**config.mk**
```make
export PLATFORM = sky130hd
export DESIGN_NAME = pfr_pad_function
export DESIGN_NICKNAME = d
export VERILOG_FILES = /design/src/pfr_pkg.sv /design/src/pfr_pad_function.sv
export SDC_FILE = /design/constraint.sdc
export NUM_CORES = 1
export LEC_CHECK = 0
export BUFFER_PORTS_ARGS = -buffer_cell sky130_fd_sc_hd__buf_2
export CELL_PAD_IN_SITES_DETAIL_PLACEMENT = 0
export CELL_PAD_IN_SITES_GLOBAL_PLACEMENT = 1
export CORE_MARGIN = 4
export CORE_UTILIZATION = 34
export CTS_BUF_LIST = sky130_fd_sc_hd__clkbuf_4 sky130_fd_sc_hd__clkbuf_8 sky130_fd_sc_hd__clkbuf_16
export DETAILED_ROUTE_END_ITERATION = 7
export GPL_ROUTABILITY_DRIVEN = 0
export PLACE_DENSITY = 0.73
export SETUP_SLACK_MARGIN = 0.05
export SLEW_MARGIN = 5
export SYNTH_ARGS = -nofsm -noshare
export SYNTH_HDL_FRONTEND = slang
export SYNTH_SLANG_ARGS = --single-unit
```
**constraint.sdc**
```tcl
create_clock -name clk_sys_i -period 1.5 [get_ports clk_sys_i]
set_input_delay 0.15 -clock clk_sys_i [delete_from_list [all_inputs] [get_ports clk_sys_i]]
set_output_delay 0.15 -clock clk_sys_i [all_outputs]
set_load 0.02 [all_outputs]
```
**src/pfr_pkg.sv**
```systemverilog
//==============================================================
// Purpose : constants, types and helpers for the pad function and reset-default block
// Assumes : pad index 0..22 is port A line 0..22, 23..35 is port B line 0..12
// Notes   : function codes 0..7 stand for peripheral selections A..H
//==============================================================
package pfr_pkg;

   //==============================================================
   // pad map
   localparam int           NUM_PADS         = 36;
   localparam int           FUNC_W           = 3;
   localparam int           TCK_PAD          = 0;
   localparam int           TMS_PAD          = 1;
   localparam int           TDO_PAD          = 2;
   localparam int           TDI_PAD          = 3;
   localparam int           RC_PAD           = 20;
   localparam logic [2:0]   FUNC_B           = 3'h1;
   localparam logic [2:0]   FUNC_C           = 3'h2;
   localparam logic [2:0]   FUNC_D           = 3'h3;
   localparam logic [2:0]   FUNC_F           = 3'h5;
   localparam logic [35:0]  TWI_PAD_MASK     = 36'h0_1822_00A0;
   localparam logic [35:0]  ADC_PAD_MASK     = 36'h0_E00D_C000;
   localparam logic [35:0]  PULL_RESET_MASK  = 36'h0_0000_0001;

   //==============================================================
   // types
   typedef struct packed {
      logic              gpio_en;  // 1: plain gpio, 0: peripheral mux
      logic [FUNC_W-1:0] func;
      logic              oe;
      logic              out;
      logic              pull;
   } pfr_pad_cfg_t;

   typedef struct packed {
      logic [2:0]                      rst_pin_sync;
      logic                            rst_pin_stable;
      logic [2:0]                      tck_sync;
      logic                            tck_stable;
      logic [2:0]                      rc_sync;
      logic                            rc_stable;
      logic                            in_reset;
      logic                            debug_en;
      logic                            rc_en;
      pfr_pad_cfg_t [NUM_PADS-1:0]     cfg;
      logic [NUM_PADS-1:0]             od;
      logic [NUM_PADS-1:0]             pad_out;
      logic [NUM_PADS-1:0]             pad_oe_n;
      logic [NUM_PADS-1:0]             pad_pull;
      logic [NUM_PADS-1:0]             adc_en;
   } pfr_state_t;

   //==============================================================
   // helpers
   // two-wire selections per capable pad, bit n = function code n
   function automatic logic [7:0] twi_func_mask(input int idx);
      unique case (idx)
         5:       twi_func_mask = 8'h42;
         7:       twi_func_mask = 8'h0C;
         17:      twi_func_mask = 8'h08;
         21:      twi_func_mask = 8'h02;
         27:      twi_func_mask = 8'h48;
         28:      twi_func_mask = 8'h08;
         default: twi_func_mask = 8'h00;
      endcase
   endfunction : twi_func_mask

   function automatic pfr_pad_cfg_t pad_reset_cfg(input int idx);
      pfr_pad_cfg_t c;
      c         = '0;
      c.gpio_en = 1'b1;
      c.pull    = PULL_RESET_MASK[idx];
      unique case (idx)
         5, 21:       begin c.gpio_en = 1'b0; c.func = FUNC_B; end
         7:           begin c.gpio_en = 1'b0; c.func = FUNC_C; end
         17, 27, 28:  begin c.gpio_en = 1'b0; c.func = FUNC_D; end
         RC_PAD:      begin c.gpio_en = 1'b0; c.func = FUNC_F; end
         default:     c.gpio_en = 1'b1;
      endcase
      return c;
   endfunction : pad_reset_cfg

   // change counts once second and third stages agree
   function automatic logic sync_stable(input logic s2, input logic s3, input logic prev);
      return (s2 == s3) ? s3 : prev;
   endfunction : sync_stable

endpackage : pfr_pkg

```
**src/pfr_pad_function.sv**
```systemverilog
//==============================================================
// Purpose : pad function selection, pull control and reset defaults for 36 pads
// Assumes : reset_i is the power-on reset; the external reset pin arrives raw
// Notes   : rc clock enable is set only by reset_i, never by the reset pin
//
// Function
// RULE1: debug port on if tck low at release
// RULE2: debug on: pulls on tck tms tdi, tdo driven
// RULE3: tck pull-up always on during reset
// RULE4: debug off: four pads back to normal mux
// RULE5: software uses tck-shared gpio only as output
// RULE6: board leaves reset pin undriven during debug
// RULE7: two-wire selection drives pads open-drain only
// RULE8: reset selects two-wire function on six pads
// RULE9: each line has its own pull-up enable
// RULE10: reset: inputs, no pull, except tck pad
// RULE11: reset selects function F on rc pad
// RULE12: slow rc clock out even during reset
// RULE13: leaving F, gpio or force zero stops clock
// RULE14: slow clock output never re-enabled once stopped; code sets it again on reset_i
// RULE15: software stops rc out before crystal out
// RULE16: no analog input while pad driven
// RULE17: precedence mux, trace, debug_data_out_pad, debug port, osc
// RULE18: enabled debug port owns its pads
// RULE19: debug_data_out_pad only with link on and two-pin
// RULE20: debug enable held until next reset
//==============================================================
`timescale 1ns/1ps

module pfr_pad_function
   import pfr_pkg::*;
(
   // clock and reset
   input  wire logic                clk_sys_i,
   input  wire logic                reset_i,
   input  wire logic                ext_reset_pin_n_i,
   // pad configuration from software
   input  wire logic [NUM_PADS-1:0] cfg_wr_i,
   input  wire pfr_pad_cfg_t        cfg_data_i,
   input  wire logic                force_slow_clock_out_bit_i,
   // peripheral, trace and debug sources
   input  wire logic [NUM_PADS-1:0] periph_out_i,
   input  wire logic [NUM_PADS-1:0] periph_oe_i,
   input  wire logic [NUM_PADS-1:0] trace_out_i,
   input  wire logic [NUM_PADS-1:0] trace_oe_i,
   input  wire logic                jtag_tdo_i,
   input  wire logic                sp_link_en_i,
   input  wire logic                sp_two_pin_mode_i,
   input  wire logic                debug_data_out_pad_i,
   input  wire logic                alt_crystal_out_pin_en_i,
   input  wire logic                slow_rc_oscillator_i,
   input  wire logic [NUM_PADS-1:0] adc_req_i,
   // pads
   input  wire logic                port_a_line_zero_in_i,
   output logic [NUM_PADS-1:0]      pad_out_o,
   output logic [NUM_PADS-1:0]      pad_oe_n_o,
   output logic [NUM_PADS-1:0]      pad_pull_o,
   // status
   output logic [NUM_PADS-1:0]      adc_analog_en_o,
   output logic                     debug_port_en_o,
   output logic                     slow_rc_clock_out_o
);

   pfr_state_t st;
   pfr_state_t next_st;

   //==============================================================
   // next state
   always_comb
   begin
      logic val;
      logic en;
      logic od;
      logic pull;
      logic sys_rst;
      logic tck_debug;
      logic [7:0] fmask;
      val       = 1'b0;
      en        = 1'b0;
      od        = 1'b0;
      pull      = 1'b0;
      sys_rst   = 1'b0;
      tck_debug = 1'b0;
      fmask     = 8'h00;
      next_st   = st;

      // three-stage synchronisers
      next_st.rst_pin_sync   = {st.rst_pin_sync[1:0], ext_reset_pin_n_i};
      next_st.rst_pin_stable = sync_stable(st.rst_pin_sync[1], st.rst_pin_sync[2], st.rst_pin_stable);
      next_st.tck_sync       = {st.tck_sync[1:0], port_a_line_zero_in_i};
      next_st.tck_stable     = sync_stable(st.tck_sync[1], st.tck_sync[2], st.tck_stable);
      next_st.rc_sync        = {st.rc_sync[1:0], slow_rc_oscillator_i};
      next_st.rc_stable      = sync_stable(st.rc_sync[1], st.rc_sync[2], st.rc_stable);
      // pin and tck stages start at their pulled-up idle level, no x at release
      if (reset_i)
      begin
         next_st.rst_pin_sync   = 3'b111;
         next_st.rst_pin_stable = 1'b1;
         next_st.tck_sync       = 3'b111;
         next_st.tck_stable     = 1'b1;
      end
      sys_rst          = reset_i | ~next_st.rst_pin_stable;
      next_st.in_reset = sys_rst;

      // debug port decision at reset release
      if (sys_rst)
         next_st.debug_en = 1'b0;
      else if (st.in_reset)
         next_st.debug_en = ~next_st.tck_stable;                 // see RULE1
      else
         next_st.debug_en = st.debug_en;                         // see RULE20

      // pad configuration
      for (int i = 0; i < NUM_PADS; i++)
      begin
         if (sys_rst)
            next_st.cfg[i] = pad_reset_cfg(i);                   // see RULE8 see RULE10 see RULE11
         else if (cfg_wr_i[i])
            next_st.cfg[i] = cfg_data_i;                         // see RULE9
      end

      // slow rc clock output, one-way disable
      if (reset_i)
         next_st.rc_en = 1'b1;                                   // see RULE12
      else if (!st.in_reset && (next_st.cfg[RC_PAD].gpio_en || next_st.cfg[RC_PAD].func != FUNC_F
                                || !force_slow_clock_out_bit_i))
         next_st.rc_en = 1'b0;                                   // see RULE13
      else
         next_st.rc_en = st.rc_en;                               // see RULE14

      // per-pad drive, lowest precedence first
      tck_debug = sp_link_en_i & sp_two_pin_mode_i;
      for (int i = 0; i < NUM_PADS; i++)
      begin
         pull = next_st.cfg[i].pull;
         od   = 1'b0;
         if (next_st.cfg[i].gpio_en)
         begin
            val = next_st.cfg[i].out;
            en  = next_st.cfg[i].oe;
         end
         else if (i == RC_PAD && next_st.cfg[i].func == FUNC_F)
         begin
            val = next_st.rc_stable;
            en  = next_st.rc_en;                                 // see RULE12
         end
         else
         begin
            val = periph_out_i[i];
            en  = periph_oe_i[i];
            fmask = twi_func_mask(i);
            od    = TWI_PAD_MASK[i] & fmask[next_st.cfg[i].func]; // see RULE7
         end
         if (trace_oe_i[i])
         begin
            val = trace_out_i[i];                                // see RULE17
            en  = 1'b1;
            od  = 1'b0;
         end
         if (i == TCK_PAD && tck_debug)
         begin
            val = debug_data_out_pad_i;                          // see RULE19
            en  = 1'b1;
            od  = 1'b0;
         end
         if (next_st.debug_en && i <= TDI_PAD)                   // see RULE18 see RULE4
         begin
            od   = 1'b0;
            val  = (i == TDO_PAD) ? jtag_tdo_i : 1'b0;
            en   = (i == TDO_PAD);
            pull = (i != TDO_PAD);                               // see RULE2
         end
         if (i == RC_PAD && alt_crystal_out_pin_en_i)
         begin
            en   = 1'b0;                                         // see RULE17
            od   = 1'b0;
            pull = 1'b0;
         end
         if (i == TCK_PAD && sys_rst)
            pull = 1'b1;                                         // see RULE3
         next_st.od[i]       = od;
         next_st.pad_oe_n[i] = ~(en & (~od | ~val));             // see RULE7
         next_st.pad_out[i]  = val & ~od;
         next_st.pad_pull[i] = pull;
         next_st.adc_en[i]   = adc_req_i[i] & ADC_PAD_MASK[i] & ~(en & (~od | ~val)); // see RULE16
      end
   end

   //==============================================================
   // state register
   always_ff @(posedge clk_sys_i)
   begin
      st <= next_st;
   end

   assign pad_out_o           = st.pad_out;
   assign pad_oe_n_o          = st.pad_oe_n;
   assign pad_pull_o          = st.pad_pull;
   assign adc_analog_en_o     = st.adc_en;
   assign debug_port_en_o     = st.debug_en;
   assign slow_rc_clock_out_o = st.rc_en;

   //==============================================================
   // checks
   property p_debug_latch;
      @(posedge clk_sys_i) disable iff (reset_i)
      $fell(st.in_reset) |-> (st.debug_en == ~st.tck_stable);
   endproperty
   a_debug_latch: assert property (p_debug_latch) else $error("debug enable not taken from tck at release"); // see RULE1

   property p_debug_hold;
      @(posedge clk_sys_i) disable iff (reset_i)
      (!st.in_reset && $past(st.in_reset) == 1'b0) |-> $stable(st.debug_en);
   endproperty
   a_debug_hold: assert property (p_debug_hold) else $error("debug enable changed outside reset"); // see RULE20

   property p_tck_pull_reset;
      @(posedge clk_sys_i) disable iff (reset_i)
      st.in_reset |-> pad_pull_o[TCK_PAD];
   endproperty
   a_tck_pull_reset: assert property (p_tck_pull_reset) else $error("tck pull-up off during reset"); // see RULE3

   property p_debug_pads;
      @(posedge clk_sys_i) disable iff (reset_i)
      st.debug_en |-> (pad_pull_o[TCK_PAD] && pad_pull_o[TMS_PAD] && pad_pull_o[TDI_PAD]
                       && !pad_pull_o[TDO_PAD] && !pad_oe_n_o[TDO_PAD] && pad_oe_n_o[TMS_PAD]);
   endproperty
   a_debug_pads: assert property (p_debug_pads) else $error("debug port pads wrong"); // see RULE2

   property p_rc_never_back;
      @(posedge clk_sys_i) disable iff (reset_i)
      !st.rc_en |=> !st.rc_en [*3];
   endproperty
   a_rc_never_back: assert property (p_rc_never_back) else $error("slow clock output came back"); // see RULE14

   property p_rc_force_off;
      @(posedge clk_sys_i) disable iff (reset_i)
      (!st.in_reset && !force_slow_clock_out_bit_i) |=> !st.rc_en;
   endproperty
   a_rc_force_off: assert property (p_rc_force_off) else $error("force bit zero did not stop clock"); // see RULE13

   property p_open_drain;
      @(posedge clk_sys_i) disable iff (reset_i)
      (st.od & ~pad_oe_n_o) == '0 || (st.od & pad_out_o) == '0;
   endproperty
   a_open_drain: assert property (p_open_drain) else $error("open-drain pad driven high"); // see RULE7

   property p_adc_blocked;
      @(posedge clk_sys_i) disable iff (reset_i)
      (adc_analog_en_o & ~pad_oe_n_o & ~st.od) == '0;
   endproperty
   a_adc_blocked: assert property (p_adc_blocked) else $error("analog input on driven pad"); // see RULE16

   property p_rc_reset_default;
      @(posedge clk_sys_i) disable iff (reset_i)
      $fell(st.in_reset) |-> (st.cfg[RC_PAD].func == FUNC_F && !st.cfg[RC_PAD].gpio_en
                              && st.cfg[5].func == FUNC_B && !st.cfg[5].gpio_en);
   endproperty
   a_rc_reset_default: assert property (p_rc_reset_default) else $error("reset defaults not applied"); // see RULE11

endmodule : pfr_pad_function

```
* Yosys cells after proc, flatten, opt, wreduce, memory -nomap -nowiden *
Cells that the tools add are included.
Widths: inputs -> output; s select.

storage, ports and cells
  output and inout port bits = 146
  register bits after elaboration = 383
  input port bits = 234
  logic and storage cells = 556

cells by class
  bitwise gates (word level) = 78
  magnitude comparators = 6
  mux-type cells = 264
  equal/unequal tests = 5
  reductions and logical operators = 6

operator list
  cell                count
  $mux 7              72
  $mux 1              179
  $not 1->1           50
  $mux 8              6
  $lt 3x4->1 const B  6
  $and 1x1->1         21
  $bmux 1 s3          6
  $or 1x1->1          7
  $mux 5              1
  $eq 1x1->1          3
  $eq 3x3->1 const B  1
  $ne 3x3->1 const B  1
  $logic_not 1->1     2
  $logic_or 1x1->1    2
  $reduce_or 2->1     1
  $logic_and 1x1->1   1

* Logic depth before layout (Yosys ltp) *
  depth in word-level cells = 17
  mapped depth = 7
  mapped depth without buffers = 5

* Worst setup path before layout *
OpenSTA, ideal clock, no wires.

  kind = register to register
  from = reg st[445] (netlist bit)
  to = reg st, in the netlist pad_pull_o[0]
  data arrival time = 1.443 ns
  clock period less this slack = 1.580 ns
  buffers on the path = 2
  data required time = 1.363 ns
  path slack = -0.080 ns
  stages on the path, launching flop included = 6
  cells stage by stage = dfxtp_1 a21oi_1 nor3_4 clkbuf_1 buf_1 nand3_1

on the way
  cells in the longest elaborated chain, start to end = 7

RTL lines
  item                       RTL line                 text
  start: declaration         pfr_pad_function.sv:64   pfr_state_t st;
  start signal: assignment   pfr_pad_function.sv:193  st <= next_st;
  $eq 1x1->1 *               pfr_pkg.sv:85            return (s2 == s3) ? s3 : prev;
  $mux 1 *                   pfr_pkg.sv:85
  $mux 5 *                   pfr_pad_function.sv:95   if (reset_i)
  $not 1->1 *                pfr_pad_function.sv:102  sys_rst = reset_i | ~next_st.rst_pin_stable;
  $or 1x1->1 *               pfr_pad_function.sv:102
  $mux 1                     pfr_pad_function.sv:106  if (sys_rst)
  $reduce_or 2->1 (no line)  -

Mark *: on every way between the ends. The rest lies on a longest branch, timed or not.
A chain may end at the register's enable or synchronous reset.

==> run summary <==
initial antenna violation count -> 3
initial detailed-routing violation count -> 353
Period minus WS final -> 1.58 ns
Die Ht -> 194 µm
I/O Buffers -> 323
number of synthesized register bits -> 264
number of global-route vias before repair -> 10,200
Clock transition at path regs -> 0.06 ns
Syn-to-layout area delta -> 39.4%
# DRC -> 0
critical path class -> register to register
diodes inserted -> 0
violated checks -> negative setup slack
layout net count -> 1,899
Final Util -> 47.9%
placed cell count -> 1,906
CTS sink count -> 264
Non-Filler Instances -> 2,142
Routed WL -> 35,700 µm
DRT Pass-1 Iters -> 5
area of the multi-input gates -> 5410 µm²
clk_skew -> 0.0160 ns
peak supply drop -> 0.818 mV
Final Hold Viols -> 0
Max clock buf depth -> 3
post-synth top area share -> 44.7%
Mapped Cells -> 1,277
final setup violation count -> 6
largest net degree at the start of global routing -> 48
synth top area cells -> dfxtp_1 (45%), mux2i_1 (15%), buf_4 (9.2%)
nature of the critical path startpoint -> register
CTS tree -> yes
top_reg_cell synth -> dfxtp_1
power density cells -> 1100 nW/µm²
die width -> 194 µm
RSZ-0062 raised after global routing -> true
cts bufs inserted -> 30
Netlist cell types -> 50
Reg area -> 5290 µm²
count of final max-slew check failures -> 0
status -> complete, but fails checks
maxcap violations -> 0
CP required -> 1.98 ns
Final Cycle Share -> 105%
Yosys top cell by area -> dfxtp_1
std cell rows -> 68
Ports -> 380
core box area -> 34,400 µm²
ys async rst share -> 0%
Detail Route Antenna Nets -> 0
Synth Area per Inst -> 9.25 µm²
EDFF count, synth -> 0
HP Class -> input pin to register
first-pass GRT wire length -> 54,200 µm
Root Driver -> clkbuf_16
starting density of the core -> 34.4%
P_leak -> 7.73 nW
share of layout cells above drive strength 1 -> 32.6%
DIE AREA -> 37,800 µm²
crit path max fanout -> 7
Skew-Pair Late Insertion Delay -> 0.55 ns
Fin Hold WS -> 0.0277 ns
Arr. time, crit path -> 2.05 ns
routed via count -> 10,100
fin worst setup slack -> -0.0793 ns
warnings from Yosys -> 0
DR WL/cell -> 16.7 µm
vias per cell -> 4.70
FMAX -> 0.633 GHz
H-tree Lvls -> 1
dpl hpwl -> 23,800 µm
CP Capture Type -> register
sequential area share after synthesis -> 44.7%
area of the mapped netlist -> 11,800 µm²
Fill cells -> 3,234
total grt overflow -> 0
GRT Resource Usage Total -> 17.3%
[placed cells by master (no fill, tap or decap), drive strengths merged, types with 3 or more instances in the layout]
master / synthesis / routed
nor2: 160 / 160
clkinv: 0 / 4
and2: 12 / 12
o22ai: 5 / 5
a211oi: 10 / 10
a31oi: 11 / 11
nand2b: 8 / 8
nor3: 5 / 5
nand2: 86 / 86
a211o: 11 / 11
o211ai: 44 / 44
nand3: 10 / 10
inv: 17 / 17
mux2: 37 / 37
o21ai: 89 / 89
and3: 4 / 4
a21oi: 23 / 23
maj3: 3 / 3
nand4: 5 / 5
buf: 178 / 394
conb: 1 / 28
o31ai: 3 / 3
mux2i: 176 / 176
dlygate4sd3: 0 / 167
dfxtp: 264 / 264
or2: 10 / 10
clkbuf: 59 / 51
or4: 5 / 5
o32ai: 5 / 5
nor2b: 15 / 15
[per-stage QoR]
| stage | TNS [ns] | setup slack [ns] | power (mW) | area [µm²] |
|---|---|---|---|---|
| final | -0.168 | -0.0793 | 18.1 | 16500 |
| after global routing | -2.43 | -0.139 | 18.9 | 16500 |
| after CTS | -0.160 | -0.0747 | 18.2 | 16200 |
| after detailed placement | -6.02 | -0.146 | 10.4 | 13200 |
| after global placement | -2.10 | -0.130 | 10.4 | 13200 |
| after floorplan | -0.580 | -0.0202 | 9.74 | 11900 |
[repair_timing]
item                                    4_1_cts  5_1_grt
hold buffers                                168        0
gates cloned                                  1        6
endpoints found under the hold margin       213        0
buffers inserted                              5        2
pin swaps                                    11       10
resized for setup                            40       51
endpoints found under the setup margin      157      152
[per-layer routing]
layer	GRT usage (%)	routed length (µm)	part of all wire [%]
met5	0	39	0.11
met1	22.2	15700	44
met2	29.8	17100	48
met4	4.19	781	2.2
met3	3.52	2010	5.6
[cell type report]
type	instances	area share (%)
Clock buffer	47	5.66
Clock inverter	7	0.395
Inverter	17	0.448
Multi-Input combinational cell	786	32.8
Sequential cell	264	32.1
Tap cell	455	3.45
Timing Repair Buffer	566	25.1
[cells by family after synthesis]
kind of cell | after synthesis | share of synthesized area, %
AND/OR/NAND/NOR | 324 | 12.0
multiplexers | 213 | 18.4
AO/OA/AOI/OAI | 216 | 11.5
flip-flops | 264 | 44.7
other | 1 | 0.0317
buffers and inverters | 254 | 12.9
XOR/XNOR | 2 | 0.148
adder cells (fa/ha/maj) | 3 | 0.254
[critical path, stage by stage (launching register included)]
cell and delay, ns:
dfxtp_4 0.39, a21oi_4 0.08, nor3_4 0.19, buf_12 0.14, inv_8 0.04, or4_4 0.51
o21ai_2 0.13
[final timing paths]
path                             start                     to  slack, ns  cells after the start
setup reg to reg    st[446]$_SDFF_PP1_  pad_out_o[21]$_DFF_P_      -0.08                      6
hold reg to reg   next_st[437]$_DFF_P_   next_st[438]$_DFF_P_       0.33                      0
hold / removal          periph_oe_i[9]  pad_oe_n_o[9]$_DFF_P_       0.03                      4
setup / recovery    st[446]$_SDFF_PP1_  pad_out_o[21]$_DFF_P_      -0.08                      6
[state kept, by name (all words and copies together) (netlist names)]
signal,flops
adc_analog_en_o,8
debug_port_en_o,1
next_st,2
pad_oe_n_o,36
pad_out_o,36
pad_pull_o,36
slow_rc_clock_out_o,1
st,144
[Yosys cell counts, types with 8 or more instances]
library cell	instances
dfxtp_1	264
o21ai_0	86
buf_1	12
mux2_2	37
a21oi_1	23
inv_1	16
mux2i_1	176
o211ai_1	44
nand2b_1	8
buf_2	21
nor2_1	160
a31oi_1	11
or2_2	10
buf_4	145
clkbuf_1	59
nand3_1	10
nor2b_1	15
nand2_1	86
and2_1	12
a211oi_1	10
a211o_1	11
[where the power goes]
group	switching [mW]	internal (mW)
logic	1.62	1.49
clock network	2.89	4.42
registers	0.218	7.49
total	4.74	13.4
Note: power is estimated with default switching activity, not from simulation.
